===== src/rtl/gfei_regs.vh =====
// Register map and field constants for the falling-edge GPIO interrupt block.
// Assumes a 32-bit AXI4-Lite slave port with 8-bit byte addresses.
`ifndef GFEI_REGS_VH
`define GFEI_REGS_VH

// ----------------------------------------------------------------------------
// Address layout: byte address = {group[2:0], word[2:0], 2'b00}
// ----------------------------------------------------------------------------
`define GFEI_ADDR_W 8
`define GFEI_GRP_HI 7
`define GFEI_GRP_LO 5
`define GFEI_WORD_HI 4
`define GFEI_WORD_LO 2

// Register groups, five words each (banks 0/1, 2/3, 4/5, 6/7, 8)
`define GFEI_GRP_FALL_SET 3'h0
`define GFEI_GRP_FALL_CLR 3'h1
`define GFEI_GRP_PENDING 3'h2
`define GFEI_GRP_RISE_SET 3'h3
`define GFEI_GRP_RISE_CLR 3'h4
`define GFEI_GRP_IRQ_EN 3'h5
`define GFEI_GRP_IRQ_CLR 3'h6
`define GFEI_GRP_LAST 3'h6

// Word index inside a group
`define GFEI_NUM_WORDS 3'h5
`define GFEI_LAST_WORD 3'h4

// ----------------------------------------------------------------------------
// Field layout
// ----------------------------------------------------------------------------
`define GFEI_BANK_W 16
`define GFEI_NUM_BANKS 9
`define GFEI_PIN_W 144
`define GFEI_WIDE_W 160
`define GFEI_PAD_W 16
`define GFEI_WORD_SHIFT 5'h00
`define GFEI_FULL_WORD_MASK 32'hffffffff
`define GFEI_LAST_WORD_MASK 32'h0000ffff

// Reset values
`define GFEI_RST_ENABLE 160'h0
`define GFEI_RST_BANK 16'h0000
`define GFEI_RST_WORD 32'h00000000

// AXI response codes
`define GFEI_RESP_OKAY 2'h0
`define GFEI_RESP_SLVERR 2'h2

`endif


===== src/rtl/gfei_edge_bank.v =====
// One bank of sixteen pins: synchroniser, edge detector and pending flags.
// Assumes pins are asynchronous to core_clk_i and enables come from the
// register file on the same clock.
`timescale 1ns/1ns

`include "gfei_regs.vh"

module gfei_edge_bank
(
    // Clock and reset
    input wire core_clk_i,
    input wire rst_n_i,
    // Pins from outside the clock domain
    input wire [15:0] pin_i,
    // Per-pin enables and write-one clear strobes
    input wire [15:0] fall_en_i,
    input wire [15:0] rise_en_i,
    input wire [15:0] clr_i,
    // Pending flags
    output wire [15:0] pending_o
);

    reg [15:0] pin_meta_reg;
    reg [15:0] pin_sync_reg;
    reg [15:0] pin_prev_reg;
    reg [15:0] pending_reg;
    reg [15:0] pending_next;
    wire [15:0] fall_hit;
    wire [15:0] rise_hit;

    // ------------------------------------------------------------------------
    // Synchroniser and previous-level store
    // ------------------------------------------------------------------------
    // The first stage feeds only the second; edges compare stage two and three
    always @(posedge core_clk_i)
    begin
        if (!rst_n_i)
        begin
            pin_meta_reg <= `GFEI_RST_BANK;
            pin_sync_reg <= `GFEI_RST_BANK;
            pin_prev_reg <= `GFEI_RST_BANK;
        end
        else
        begin
            pin_meta_reg <= pin_i;
            pin_sync_reg <= pin_meta_reg;
            pin_prev_reg <= pin_sync_reg;
        end
    end

    // Enabled edges only; both enables reset low so a pin high at reset is harmless
    assign fall_hit = fall_en_i & pin_prev_reg & ~pin_sync_reg;
    assign rise_hit = rise_en_i & ~pin_prev_reg & pin_sync_reg;

    // ------------------------------------------------------------------------
    // Pending flags
    // ------------------------------------------------------------------------
    // A new edge in the clearing cycle survives the clear
    always @*
    begin
        pending_next = (pending_reg & ~clr_i) | fall_hit | rise_hit;
    end

    always @(posedge core_clk_i)
    begin
        if (!rst_n_i)
            pending_reg <= `GFEI_RST_BANK;
        else
            pending_reg <= pending_next;
    end

    assign pending_o = pending_reg;

endmodule


===== src/rtl/gfei_top.v =====
// Falling/rising edge interrupt enables and pending flags for 144 GPIO pins
// in nine banks of sixteen, reached over an AXI4-Lite slave port.
// Assumes one 25 MHz clock, synchronous active-low reset, asynchronous pins.
// Rise enables and the interrupt enable share the falling-edge layout.
// Unmapped addresses answer SLVERR and change nothing.
// Pins may change at any time; each bank synchronises its own.
//
// Chosen here: the register addresses and the AXI4-Lite register port.
`timescale 1ns/1ns

`include "gfei_regs.vh"

module gfei_top
(
    // Clock and reset
    input wire core_clk_i,
    input wire rst_n_i,
    // GPIO pins, bank k pin j at bit 16*k+j
    input wire [143:0] gpio_pins_i,
    // AXI4-Lite write address channel
    input wire [7:0] s_axi_awaddr_i,
    input wire s_axi_awvalid_i,
    output wire s_axi_awready_o,
    // AXI4-Lite write data channel
    input wire [31:0] s_axi_wdata_i,
    input wire [3:0] s_axi_wstrb_i,
    input wire s_axi_wvalid_i,
    output wire s_axi_wready_o,
    // AXI4-Lite write response channel
    output wire [1:0] s_axi_bresp_o,
    output wire s_axi_bvalid_o,
    input wire s_axi_bready_i,
    // AXI4-Lite read address channel
    input wire [7:0] s_axi_araddr_i,
    input wire s_axi_arvalid_i,
    output wire s_axi_arready_o,
    // AXI4-Lite read data channel
    output wire [31:0] s_axi_rdata_o,
    output wire [1:0] s_axi_rresp_o,
    output wire s_axi_rvalid_o,
    input wire s_axi_rready_i,
    // Interrupt
    output wire irq_o
);

    // ------------------------------------------------------------------------
    // State
    // ------------------------------------------------------------------------
    // Enables kept 160 bits wide so every word is one part-select;
    // bits 159:144 are never written and stay zero
    reg [159:0] fall_en_reg;
    reg [159:0] fall_en_next;
    reg [159:0] rise_en_reg;
    reg [159:0] rise_en_next;
    reg [159:0] irq_en_reg;
    reg [159:0] irq_en_next;
    reg [159:0] pend_clr;

    // Write channel capture
    reg aw_got_reg;
    reg w_got_reg;
    reg [7:0] waddr_reg;
    reg [31:0] wdata_reg;
    reg [3:0] wstrb_reg;
    reg bvalid_reg;
    reg [1:0] bresp_reg;

    // Read channel
    reg rvalid_reg;
    reg [31:0] rdata_reg;
    reg [1:0] rresp_reg;
    // Read answer chosen from the live address
    reg [31:0] rdata_next;
    reg [1:0] rresp_next;

    // Registered interrupt level
    reg irq_reg;

    // Pending flags from the banks, then padded to the enable width
    wire [143:0] pend_pins;
    wire [159:0] pend_wide;

    // ------------------------------------------------------------------------
    // Write decode
    // ------------------------------------------------------------------------
    // Decode of the held write; nothing here looks at the live bus
    wire wr_fire;
    wire [2:0] wgrp;
    wire [2:0] wword;
    wire wr_ok;
    wire [31:0] wbyte_mask;
    wire [31:0] wword_mask;
    wire [31:0] wbits;
    wire [7:0] wshift;
    wire [159:0] wide_bits;

    // Both halves held and no response outstanding
    assign wr_fire = aw_got_reg & w_got_reg & ~bvalid_reg;
    assign wgrp = waddr_reg[`GFEI_GRP_HI:`GFEI_GRP_LO];
    assign wword = waddr_reg[`GFEI_WORD_HI:`GFEI_WORD_LO];
    assign wr_ok = (wgrp <= `GFEI_GRP_LAST) && (wword < `GFEI_NUM_WORDS);

    // Byte lanes from wstrb; the last word only carries bank 8
    assign wbyte_mask = {{8{wstrb_reg[3]}}, {8{wstrb_reg[2]}},
                         {8{wstrb_reg[1]}}, {8{wstrb_reg[0]}}};
    assign wword_mask = (wword == `GFEI_LAST_WORD) ? `GFEI_LAST_WORD_MASK
                                                   : `GFEI_FULL_WORD_MASK;
    assign wbits = wdata_reg & wbyte_mask & wword_mask;
    // Word w covers bits 32w+31:32w, even bank low, odd bank high
    assign wshift = {wword, `GFEI_WORD_SHIFT};
    assign wide_bits = {128'h0, wbits} << wshift;

    // ------------------------------------------------------------------------
    // Register next values
    // ------------------------------------------------------------------------
    // Set and clear groups only ever touch the bits written as one
    // The interrupt-enable group is plain read/write, masked by byte lane
    always @*
    begin
        fall_en_next = fall_en_reg;
        rise_en_next = rise_en_reg;
        irq_en_next = irq_en_reg;
        pend_clr = `GFEI_RST_ENABLE;
        // Only a mapped write, in its firing cycle, changes anything
        if (wr_fire && wr_ok)
        begin
            if (wgrp == `GFEI_GRP_FALL_SET)
                fall_en_next = fall_en_reg | wide_bits;
            else if (wgrp == `GFEI_GRP_FALL_CLR)
                fall_en_next = fall_en_reg & ~wide_bits;
            else if (wgrp == `GFEI_GRP_RISE_SET)
                rise_en_next = rise_en_reg | wide_bits;
            else if (wgrp == `GFEI_GRP_RISE_CLR)
                rise_en_next = rise_en_reg & ~wide_bits;
            else if (wgrp == `GFEI_GRP_IRQ_EN)
                irq_en_next = (irq_en_reg & ~({128'h0, wbyte_mask & wword_mask} << wshift))
                              | wide_bits;
            // Pending group and its write-only alias both clear flags
            else
                pend_clr = wide_bits;
        end
    end

    // Enable registers
    always @(posedge core_clk_i)
    begin
        if (!rst_n_i)
        begin
            fall_en_reg <= `GFEI_RST_ENABLE;
            rise_en_reg <= `GFEI_RST_ENABLE;
            irq_en_reg <= `GFEI_RST_ENABLE;
        end
        else
        begin
            fall_en_reg <= fall_en_next;
            rise_en_reg <= rise_en_next;
            irq_en_reg <= irq_en_next;
        end
    end

    // ------------------------------------------------------------------------
    // Pin banks
    // ------------------------------------------------------------------------
    // One synchroniser, edge detector and flag set per bank of sixteen
    genvar g;
    generate
        for (g = 0; g < `GFEI_NUM_BANKS; g = g + 1)
        begin : bank
            gfei_edge_bank u_bank
            (
                .core_clk_i(core_clk_i),
                .rst_n_i(rst_n_i),
                .pin_i(gpio_pins_i[g*`GFEI_BANK_W +: `GFEI_BANK_W]),
                .fall_en_i(fall_en_reg[g*`GFEI_BANK_W +: `GFEI_BANK_W]),
                .rise_en_i(rise_en_reg[g*`GFEI_BANK_W +: `GFEI_BANK_W]),
                .clr_i(pend_clr[g*`GFEI_BANK_W +: `GFEI_BANK_W]),
                .pending_o(pend_pins[g*`GFEI_BANK_W +: `GFEI_BANK_W])
            );
        end
    endgenerate

    // Upper pad keeps the high half of the bank 8 word reading zero
    assign pend_wide = {{`GFEI_PAD_W{1'b0}}, pend_pins};

    // ------------------------------------------------------------------------
    // Write channels
    // ------------------------------------------------------------------------
    // Address and data are taken in either order; nothing new is taken
    // until the response has gone, so one write at a time
    assign s_axi_awready_o = ~aw_got_reg & ~bvalid_reg;
    assign s_axi_wready_o = ~w_got_reg & ~bvalid_reg;

    // Capture each half as it arrives; release both when the write fires
    always @(posedge core_clk_i)
    begin
        if (!rst_n_i)
        begin
            aw_got_reg <= 1'b0;
            w_got_reg <= 1'b0;
            waddr_reg <= 8'h00;
            wdata_reg <= `GFEI_RST_WORD;
            wstrb_reg <= 4'h0;
            bvalid_reg <= 1'b0;
            bresp_reg <= `GFEI_RESP_OKAY;
        end
        else
        begin
            if (s_axi_awvalid_i && s_axi_awready_o)
            begin
                aw_got_reg <= 1'b1;
                waddr_reg <= s_axi_awaddr_i;
            end
            else if (wr_fire)
            begin
                aw_got_reg <= 1'b0;
            end
            if (s_axi_wvalid_i && s_axi_wready_o)
            begin
                w_got_reg <= 1'b1;
                wdata_reg <= s_axi_wdata_i;
                wstrb_reg <= s_axi_wstrb_i;
            end
            else if (wr_fire)
            begin
                w_got_reg <= 1'b0;
            end
            // Response rises at the same edge at which the write takes effect
            if (wr_fire)
            begin
                bvalid_reg <= 1'b1;
                bresp_reg <= wr_ok ? `GFEI_RESP_OKAY : `GFEI_RESP_SLVERR;
            end
            else if (s_axi_bready_i)
            begin
                bvalid_reg <= 1'b0;
            end
        end
    end

    // Response outputs come straight from flops
    assign s_axi_bvalid_o = bvalid_reg;
    assign s_axi_bresp_o = bresp_reg;

    // ------------------------------------------------------------------------
    // Read decode
    // ------------------------------------------------------------------------
    // Read fields come from the live address: the data is latched at the
    // address handshake, so the answer stands one cycle later
    wire [2:0] rgrp;
    wire [2:0] rword;
    wire [7:0] rshift;
    wire rd_ok;

    assign rgrp = s_axi_araddr_i[`GFEI_GRP_HI:`GFEI_GRP_LO];
    assign rword = s_axi_araddr_i[`GFEI_WORD_HI:`GFEI_WORD_LO];
    assign rshift = {rword, `GFEI_WORD_SHIFT};
    assign rd_ok = (rgrp <= `GFEI_GRP_LAST) && (rword < `GFEI_NUM_WORDS);

    // Set and clear views return the same enable state; the clear-only
    // group reads zero; bits above bank 8 are zero by construction
    always @*
    begin
        rdata_next = `GFEI_RST_WORD;
        rresp_next = `GFEI_RESP_OKAY;
        if (!rd_ok)
            rresp_next = `GFEI_RESP_SLVERR;
        else if (rgrp == `GFEI_GRP_FALL_SET || rgrp == `GFEI_GRP_FALL_CLR)
            rdata_next = fall_en_reg[rshift +: 32];
        else if (rgrp == `GFEI_GRP_PENDING)
            rdata_next = pend_wide[rshift +: 32];
        else if (rgrp == `GFEI_GRP_RISE_SET || rgrp == `GFEI_GRP_RISE_CLR)
            rdata_next = rise_en_reg[rshift +: 32];
        else if (rgrp == `GFEI_GRP_IRQ_EN)
            rdata_next = irq_en_reg[rshift +: 32];
        else
            rdata_next = `GFEI_RST_WORD;
    end

    // ------------------------------------------------------------------------
    // Read channels
    // ------------------------------------------------------------------------
    // One read at a time: arready drops while data waits
    assign s_axi_arready_o = ~rvalid_reg;

    // Data is latched at the handshake, so later state changes cannot
    // alter an answer that waits; reads never change state themselves
    always @(posedge core_clk_i)
    begin
        if (!rst_n_i)
        begin
            rvalid_reg <= 1'b0;
            rdata_reg <= `GFEI_RST_WORD;
            rresp_reg <= `GFEI_RESP_OKAY;
        end
        else
        begin
            if (s_axi_arvalid_i && s_axi_arready_o)
            begin
                rvalid_reg <= 1'b1;
                rdata_reg <= rdata_next;
                rresp_reg <= rresp_next;
            end
            else if (s_axi_rready_i)
            begin
                rvalid_reg <= 1'b0;
            end
        end
    end

    // Read answer from flops; it stands until the master takes it
    assign s_axi_rvalid_o = rvalid_reg;
    assign s_axi_rdata_o = rdata_reg;
    assign s_axi_rresp_o = rresp_reg;

    // ------------------------------------------------------------------------
    // Interrupt output
    // ------------------------------------------------------------------------
    // Registered so the pin never glitches while flags and enables change
    // Costs one cycle of latency against a combinational output
    always @(posedge core_clk_i)
    begin
        if (!rst_n_i)
            irq_reg <= 1'b0;
        else
            irq_reg <= |(pend_wide & irq_en_reg);
    end

    // Level output: high until software clears the flag or its enable
    assign irq_o = irq_reg;

endmodule


===== config.mk =====
export PLATFORM = sky130hd
export DESIGN_NAME = gfei_top
export DESIGN_NICKNAME = d
export VERILOG_FILES = /design/src/rtl/gfei_edge_bank.v /design/src/rtl/gfei_top.v
export VERILOG_INCLUDE_DIRS = /design/src /design/src/rtl
export SDC_FILE = /design/constraint.sdc
export NUM_CORES = 2
export LEC_CHECK = 0
export ABC_AREA = 1
export ABC_CLOCK_PERIOD_IN_PS = 4900
export BUFFER_PORTS_ARGS = -buffer_cell sky130_fd_sc_hd__clkbuf_2
export CORE_MARGIN = 5
export CORE_UTILIZATION = 50
export CTS_BUF_LIST = sky130_fd_sc_hd__clkbuf_8
export DETAILED_ROUTE_END_ITERATION = 8
export PLACE_DENSITY = 0.73
export SLEW_MARGIN = 20
export SYNTH_ARGS = -nofsm -noshare
export SYNTH_HDL_FRONTEND = slang
export SYNTH_HIERARCHICAL = 1
export SYNTH_SLANG_ARGS = --single-unit

===== constraint.sdc =====
create_clock -name core_clk_i -period 4.9 [get_ports core_clk_i]
set_clock_uncertainty 0.2 [all_clocks]
set_input_delay 0.735 -clock core_clk_i [delete_from_list [all_inputs] [get_ports core_clk_i]]
set_output_delay 0.735 -clock core_clk_i [all_outputs]
set_load 0.02 [all_outputs]

---- Word level (Yosys, flattened, before mapping) ----
Index checks and enable logic that the tools add are counted.
word-level totals
  flip-flop bits (word level) ............. 1,141
  input bits .............................. 203
  output and inout bits ................... 42
  word-level logic and storage cells ...... 229
cells by class
  $lt $le $gt $ge ......................... 4
  equal/unequal tests ..................... 10
  shifts and indexed selects .............. 6
  mux-type cells .......................... 25
  bitwise gates (word level) .............. 114
  reductions and logical operators ........ 20
operators by type and width
  cell                                                    number
  two-way mux 144 bit                                     6
  AND 16 bit                                              45
  two-way mux 160 bit                                     4
  variable part select 160 x 9 -> 32 bit                  4
  AND 160 bit                                             3
  bitwise OR 160 bit                                      3
  NOT 16 bit                                              27
  NOT 160 bit                                             2
  << shifter 32 x 8 -> 160 bit                            2
  bitwise OR 16 bit                                       18
  two-way mux 32 bit                                      6
  AND 144 x 160 -> 160 bit                                1
  OR reduction 160 bit                                    1
  AND 32 bit                                              3
  equality test 3 bit (second input constant)             5
  nonzero test 2 bit                                      6
  equality test 3 x 2 -> 1 bit (second input constant)    3
  NOT 1 bit                                               8
  two-way mux 1 bit                                       7
  equality test 3 x 1 -> 1 bit (second input constant)    2
  less-or-equal comparator 3 bit (second input constant)  2
  logical AND 1 bit                                       6
  zero test 3 bit                                         2
  < comparator 3 bit (second input constant)              2
  6 further kinds                                         11

---- Depth between registers and ports, before layout ----
  depth in word-level cells ............... 14
  depth in mapped cells ................... 15
  depth with buffers taken out ............ 13

---- By module ----
Netlist, hierarchy kept.
by module, submodules not included
  module          times used  cells each  area an instance (um^2)  sequential area each (um^2)
  gfei_top        1           4,407       28,258.4                 11,230.8
  gfei_edge_bank  9           311         2,321.0                  1,281.2

---- Worst setup path before layout ----
No wires, ideal clock.
  path kind ............................... input -> register
  start ................................... input s_axi_araddr_i[3]
  end ..................................... register rdata_reg[24] (netlist: s_axi_rdata_o[24])
  library setup time ...................... 0.070 ns
  arrival ................................. 1.991 ns
  data required time ...................... 4.630 ns
  path slack .............................. 2.639 ns
  stages on the path ...................... 10
  path buffers ............................ 3
  cells stage by stage .................... buf_2 > nor2_2 > nand2_1 > inv_2 > buf_2 > buf_2 > nand2_1 > a31oi_1 > nand2_1 > a21oi_1
between the ends
  cells in the longest elaborated chain, start to end .. 6
  elaborated cells on any way between the ends .. 11
  those cells by class .................... 1 x order compare; 4 x shift; 5 x mux; 1 x reduce/logical
ends and longest elaborated chain
  what                                    line            source
  start: declaration                      gfei_top.v:34   input wire [7:0] s_axi_araddr_i,
  variable part select 160 x 9 -> 32 bit  gfei_top.v:274  rdata_next = irq_en_reg[rshift +: 32];
  two-way mux 32 bit                      gfei_top.v:273  else if (rgrp == `GFEI_GRP_IRQ_EN)
  two-way mux 32 bit                      gfei_top.v:271  else if (rgrp == `GFEI_GRP_RISE_SET || rgrp == `GFEI_GRP_RISE_CLR)
  two-way mux 32 bit                      gfei_top.v:269  else if (rgrp == `GFEI_GRP_PENDING)
  two-way mux 32 bit                      gfei_top.v:267  else if (rgrp == `GFEI_GRP_FALL_SET || rgrp == `GFEI_GRP_FALL_CLR)
  two-way mux 32 bit *                    gfei_top.v:265  if (!rd_ok)
  end signal: assignment                  gfei_top.v:292  rdata_reg <= `GFEI_RST_WORD;
  end signal: assignment                  gfei_top.v:300  rdata_reg <= rdata_next;
  end: declaration                        gfei_top.v:70   reg [31:0] rdata_reg;
Every way passes the cells marked *; elsewhere a longest branch is shown, timed or not.
A chain may end at the register's enable or synchronous reset.

---- Final worst setup path ----
  start ................................... register w_got_reg
  end ..................................... register irq_en_reg[65]
between the ends
  cells in the longest elaborated chain, start to end .. 4
ends and longest elaborated chain
  what                                  line            source
  start: declaration                    gfei_top.v:61   reg w_got_reg;
  start signal: assignment              gfei_top.v:199  w_got_reg <= 1'b0;
  start signal: assignment              gfei_top.v:219  w_got_reg <= 1'b1;
  start signal: assignment              gfei_top.v:225  w_got_reg <= 1'b0;
  AND 1 bit (2 in series)               gfei_top.v:98   assign wr_fire = aw_got_reg & w_got_reg & ~bvalid_reg;
  logical AND 1 bit                     gfei_top.v:125  if (wr_fire && wr_ok)
  AND reduction 6 bit (no source line)  n/a
  end signal: assignment                gfei_top.v:151  irq_en_reg <= `GFEI_RST_ENABLE;
  end signal: assignment                gfei_top.v:157  irq_en_reg <= irq_en_next;
  end: declaration                      gfei_top.v:55   reg [159:0] irq_en_reg;
Every way passes these cells.

==> results.py <==
metrics = {
    "floorplanning": {
        "core_um2": 98000,
        "die_y_um": 324,
        "io_pins": 245,
        "dieArea_um2": 105000,
        "num_rows": 115,
        "die_x_um": 324,
        "start_util": 0.502,
    },
    "place": {
        "dp_hpwl_um": 112000,
        "gp_congestion": 0.976,
        "pre_cts_slack_ps": 1240,
        "io_buffers": 238,
    },
    "timing": {
        "post-route-period-util": 0.793,
        "rsz0062_at_grt": "false",
        "final.setup.worst_slack_ps": 1020,
        "period_needed_ps": 3880,
        "finalSetupTns_ps": 0,
        "hold_viol_final": 0,
        "max_freq_ghz": 0.257,
        "drv_slew": 0,
        "setup_viol": 0,
        "worst_pin_slew_ps": 1180,
        "slew_headroom": 0.213,
    },
    "final_layout": {
        "area_growth_pct": 15.0,
        "drive_gt1_frac": 0.0852,
        "nets": 7704,
    },
    "clock_tree": {
        "numCtsBuffers": 187,
        "cts_tree": "done",
        "clockBufferDepth": 3,
        "htreeDepth": 4,
        "clk_pin_slew_worst_paths_ps": 60,
        "clock-root-buffer": "clkbuf_8",
        "cts_setup_buffers": 0,
        "clk_latency_ps": 910,
        "cts.sinks": 1137,
    },
    "run": {
        "max_cap_violations": 0,
    },
    "min_path": {
        "hold_depth": 3,
        "hold_path_class": "input pin to register",
    },
    "synthesis": {
        "syn_avg_cell_area_um2": 6.82,
        "yosysSeqAreaShare": 0.463,
        "synth-seq-cells": 1137,
        "synth_cells": 7206,
        "synth_edf_count": 0,
        "ys.flop_type": "dfxtp_1",
        "synth_cell_types": 35,
        "async_flop_share": 0,
        "netlist_area_um2": 49100,
        "yosys_warnings": 6,
    },
    "global_route": {
        "grt_pass1_vias": 45000,
        "grt_max_degree": 145,
        "gr-total-overflow": 0,
        "antenna_found_initial": 7,
        "track_usage": 0.315,
        "grt_pass1_wl_um": 256000,
    },
    "power_and_ir_drop": {
        "seqPwrFrac": 0.480,
        "power_density_nw_per_um2": 354,
        "vdd_ir_drop_max_mv": 0.221,
        "power_leakage_nw": 26.0,
        "p_int_w": 0.0147,
        "p_comb_frac": 0.077,
        "power.switching_w": 0.00528,
        "swShare": 0.264,
        "clockPowerShare": 0.443,
    },
    "route": {
        "drt-initial-drc-count": 5640,
        "drt_pass1_iterations": 8,
        "wl_per_cell_um": 19.0,
        "vias": 48000,
        "ant_nets": 0,
        "drt_wl_total_um": 170000,
        "viasPerCell": 5.37,
        "drc": 0,
    },
    "setup_path": {
        "startpoint_type": "register",
        "cpMaxStageDelayCell": "nand4_1",
        "worstRegToRegCells": 9,
        "end_kind": "register",
        "crit_type": "register to register",
        "worst_path_most_repeated_cell": "nor2_1",
        "cp.arrival_ps": 4420,
        "crit_required_ps": 5440,
        "crit_chain": "inv_2, nor2_1, nand2_1, a21oi_4, nand2_4, clkinv_2, nand4_1, a22oi_1, nor2_1",
        "cp_max_fo": 32,
        "cpPeakStageDelay_ps": 640,
    },
    "status": {
        "status": "finished, final reports clean",
    },
}
repair_timing:
item / 4_1_cts / 5_1_grt
resized for setup: 0 / 0
hold buffers: 166 / 0
hold endpoints to repair: 166 / 0
setup endpoints to repair: 0 / 0
path summary, 6_finish.rpt:
kind                                   from                             end  slack (ps)
max reg2reg                       w_got_reg                  irq_en_reg[65]        1020
min reg2reg  bank[6].u_bank/pin_meta_reg[3]  bank[6].u_bank/pin_sync_reg[3]         200
max                               w_got_reg                  irq_en_reg[65]        1020
min                        s_axi_wdata_i[8]                    wdata_reg[8]          70
synth_stat cells (22+ instances only):
library cell     n  share of area
a21oi_1        566          0.058
nand3_1        612          0.062
buf_2           75         0.0076
o211ai_1        37         0.0057
nor2_1         753          0.058
inv_1         1351           0.10
o21ai_0        523          0.053
o21ai_1         66         0.0067
buf_6           68          0.016
buf_1           23         0.0018
a31oi_1         33         0.0042
a22o_1          22         0.0039
a22oi_1         26         0.0040
clkbuf_1       204          0.016
o22ai_1         71         0.0090
dfxtp_1       1137           0.46
nand2_1       1575           0.12
worst max-delay path: cells and delay by family (launching register included):
family                 cells  cell delay (ps)
buffers and inverters      2              520
and+or+nand+nor            5             1840
DFF                        1              370
AOI/OAI and AO/OA          2              800
cells in the final DEF, fill, tap and decap left out, types with 2 or more instances in the layout:
cell type      netlist  layout
clkinvlp_4           0       3
clkinv_8             0       4
nand2_4              1       3
clkinv_2             0      28
clkbuf_2             0     235
inv_8                0       3
dfxtp_1           1137    1137
a221oi_1             4       4
nand2_1           1575    1572
nor2_1             753     753
nor3_2               4       3
o21ai_0            523     523
inv_1             1351    1392
a22oi_1             26      26
diode_2              0       3
buf_4                8      63
nand3_4              0       2
a31oi_1             33      33
dlygate4sd3_1        0     166
buf_12               0      17
inv_6                0       7
clkbuf_8             0     254
o21ai_1             66      66
a21oi_1            566     566
conb_1               1       2
nor3_1               2       2
o22ai_1             71      71
a22o_1              22      22
inv_2               15      15
o211ai_1            37      37
nand3_1            612     611
bufinv_16            0       4
a211oi_1             3       3
nor2_2               3       3
nand4_1             12      12
cell type report:
type,count,area (um2)
Clock buffer,254,3500
Multi-Input combinational cell,4322,19200
Inverter,1370,5150
Timing Repair Buffer,483,3680
Clock inverter,88,582
Tap cell,1287,1610
Sequential cell,1137,22800
Fill cell,9260,41500
Antenna cell,3,7.51
cell families after synthesis:
logic type,after synthesis,share of synthesized area
compound gates,1353,0.146
buf+inv,1748,0.146
flops,1137,0.463
other cells,1,0.0000763
simple gates,2967,0.244
stage by stage:
stage / total power (W) / instance area [um2] / std cells / hold slack (ps) / util
after floorplan: 0.0106 / 49200 / 7207 / 190 / -
after global placement: 0.0112 / 50800 / 8433 / 193 / 0.518
after detailed placement: 0.0112 / 50800 / 8433 / 197 / 0.518
after CTS: 0.0201 / 56500 / 8941 / 4.88 / 0.577
after global routing: 0.0207 / 56500 / 8943 / 47.3 / 0.577
final: 0.0200 / 56500 / 8944 / 73.4 / 0.577
power by group through the flow:
stage / clock [W] / sequential [W] / combinational, W
6_report: 0.00887 / 0.00960 / 0.00154
5_1_grt: 0.00944 / 0.00961 / 0.00164
4_1_cts: 0.00897 / 0.00960 / 0.00149
3_5_place_dp: 0 / 0.00980 / 0.00138
3_3_place_gp: 0 / 0.00979 / 0.00137
2_1_floorplan: 0 / 0.00974 / 0.000846
per-layer routing:
metal,part of all wire,GRT usage,vias up
met4,0.076,0.213,6
met1,0.38,0.384,21900
li1,-,-,23000
met5,0.00024,0,-
met3,0.099,0.0681,604
met2,0.45,0.503,2496
Note: power is estimated with default switching activity, not from simulation.
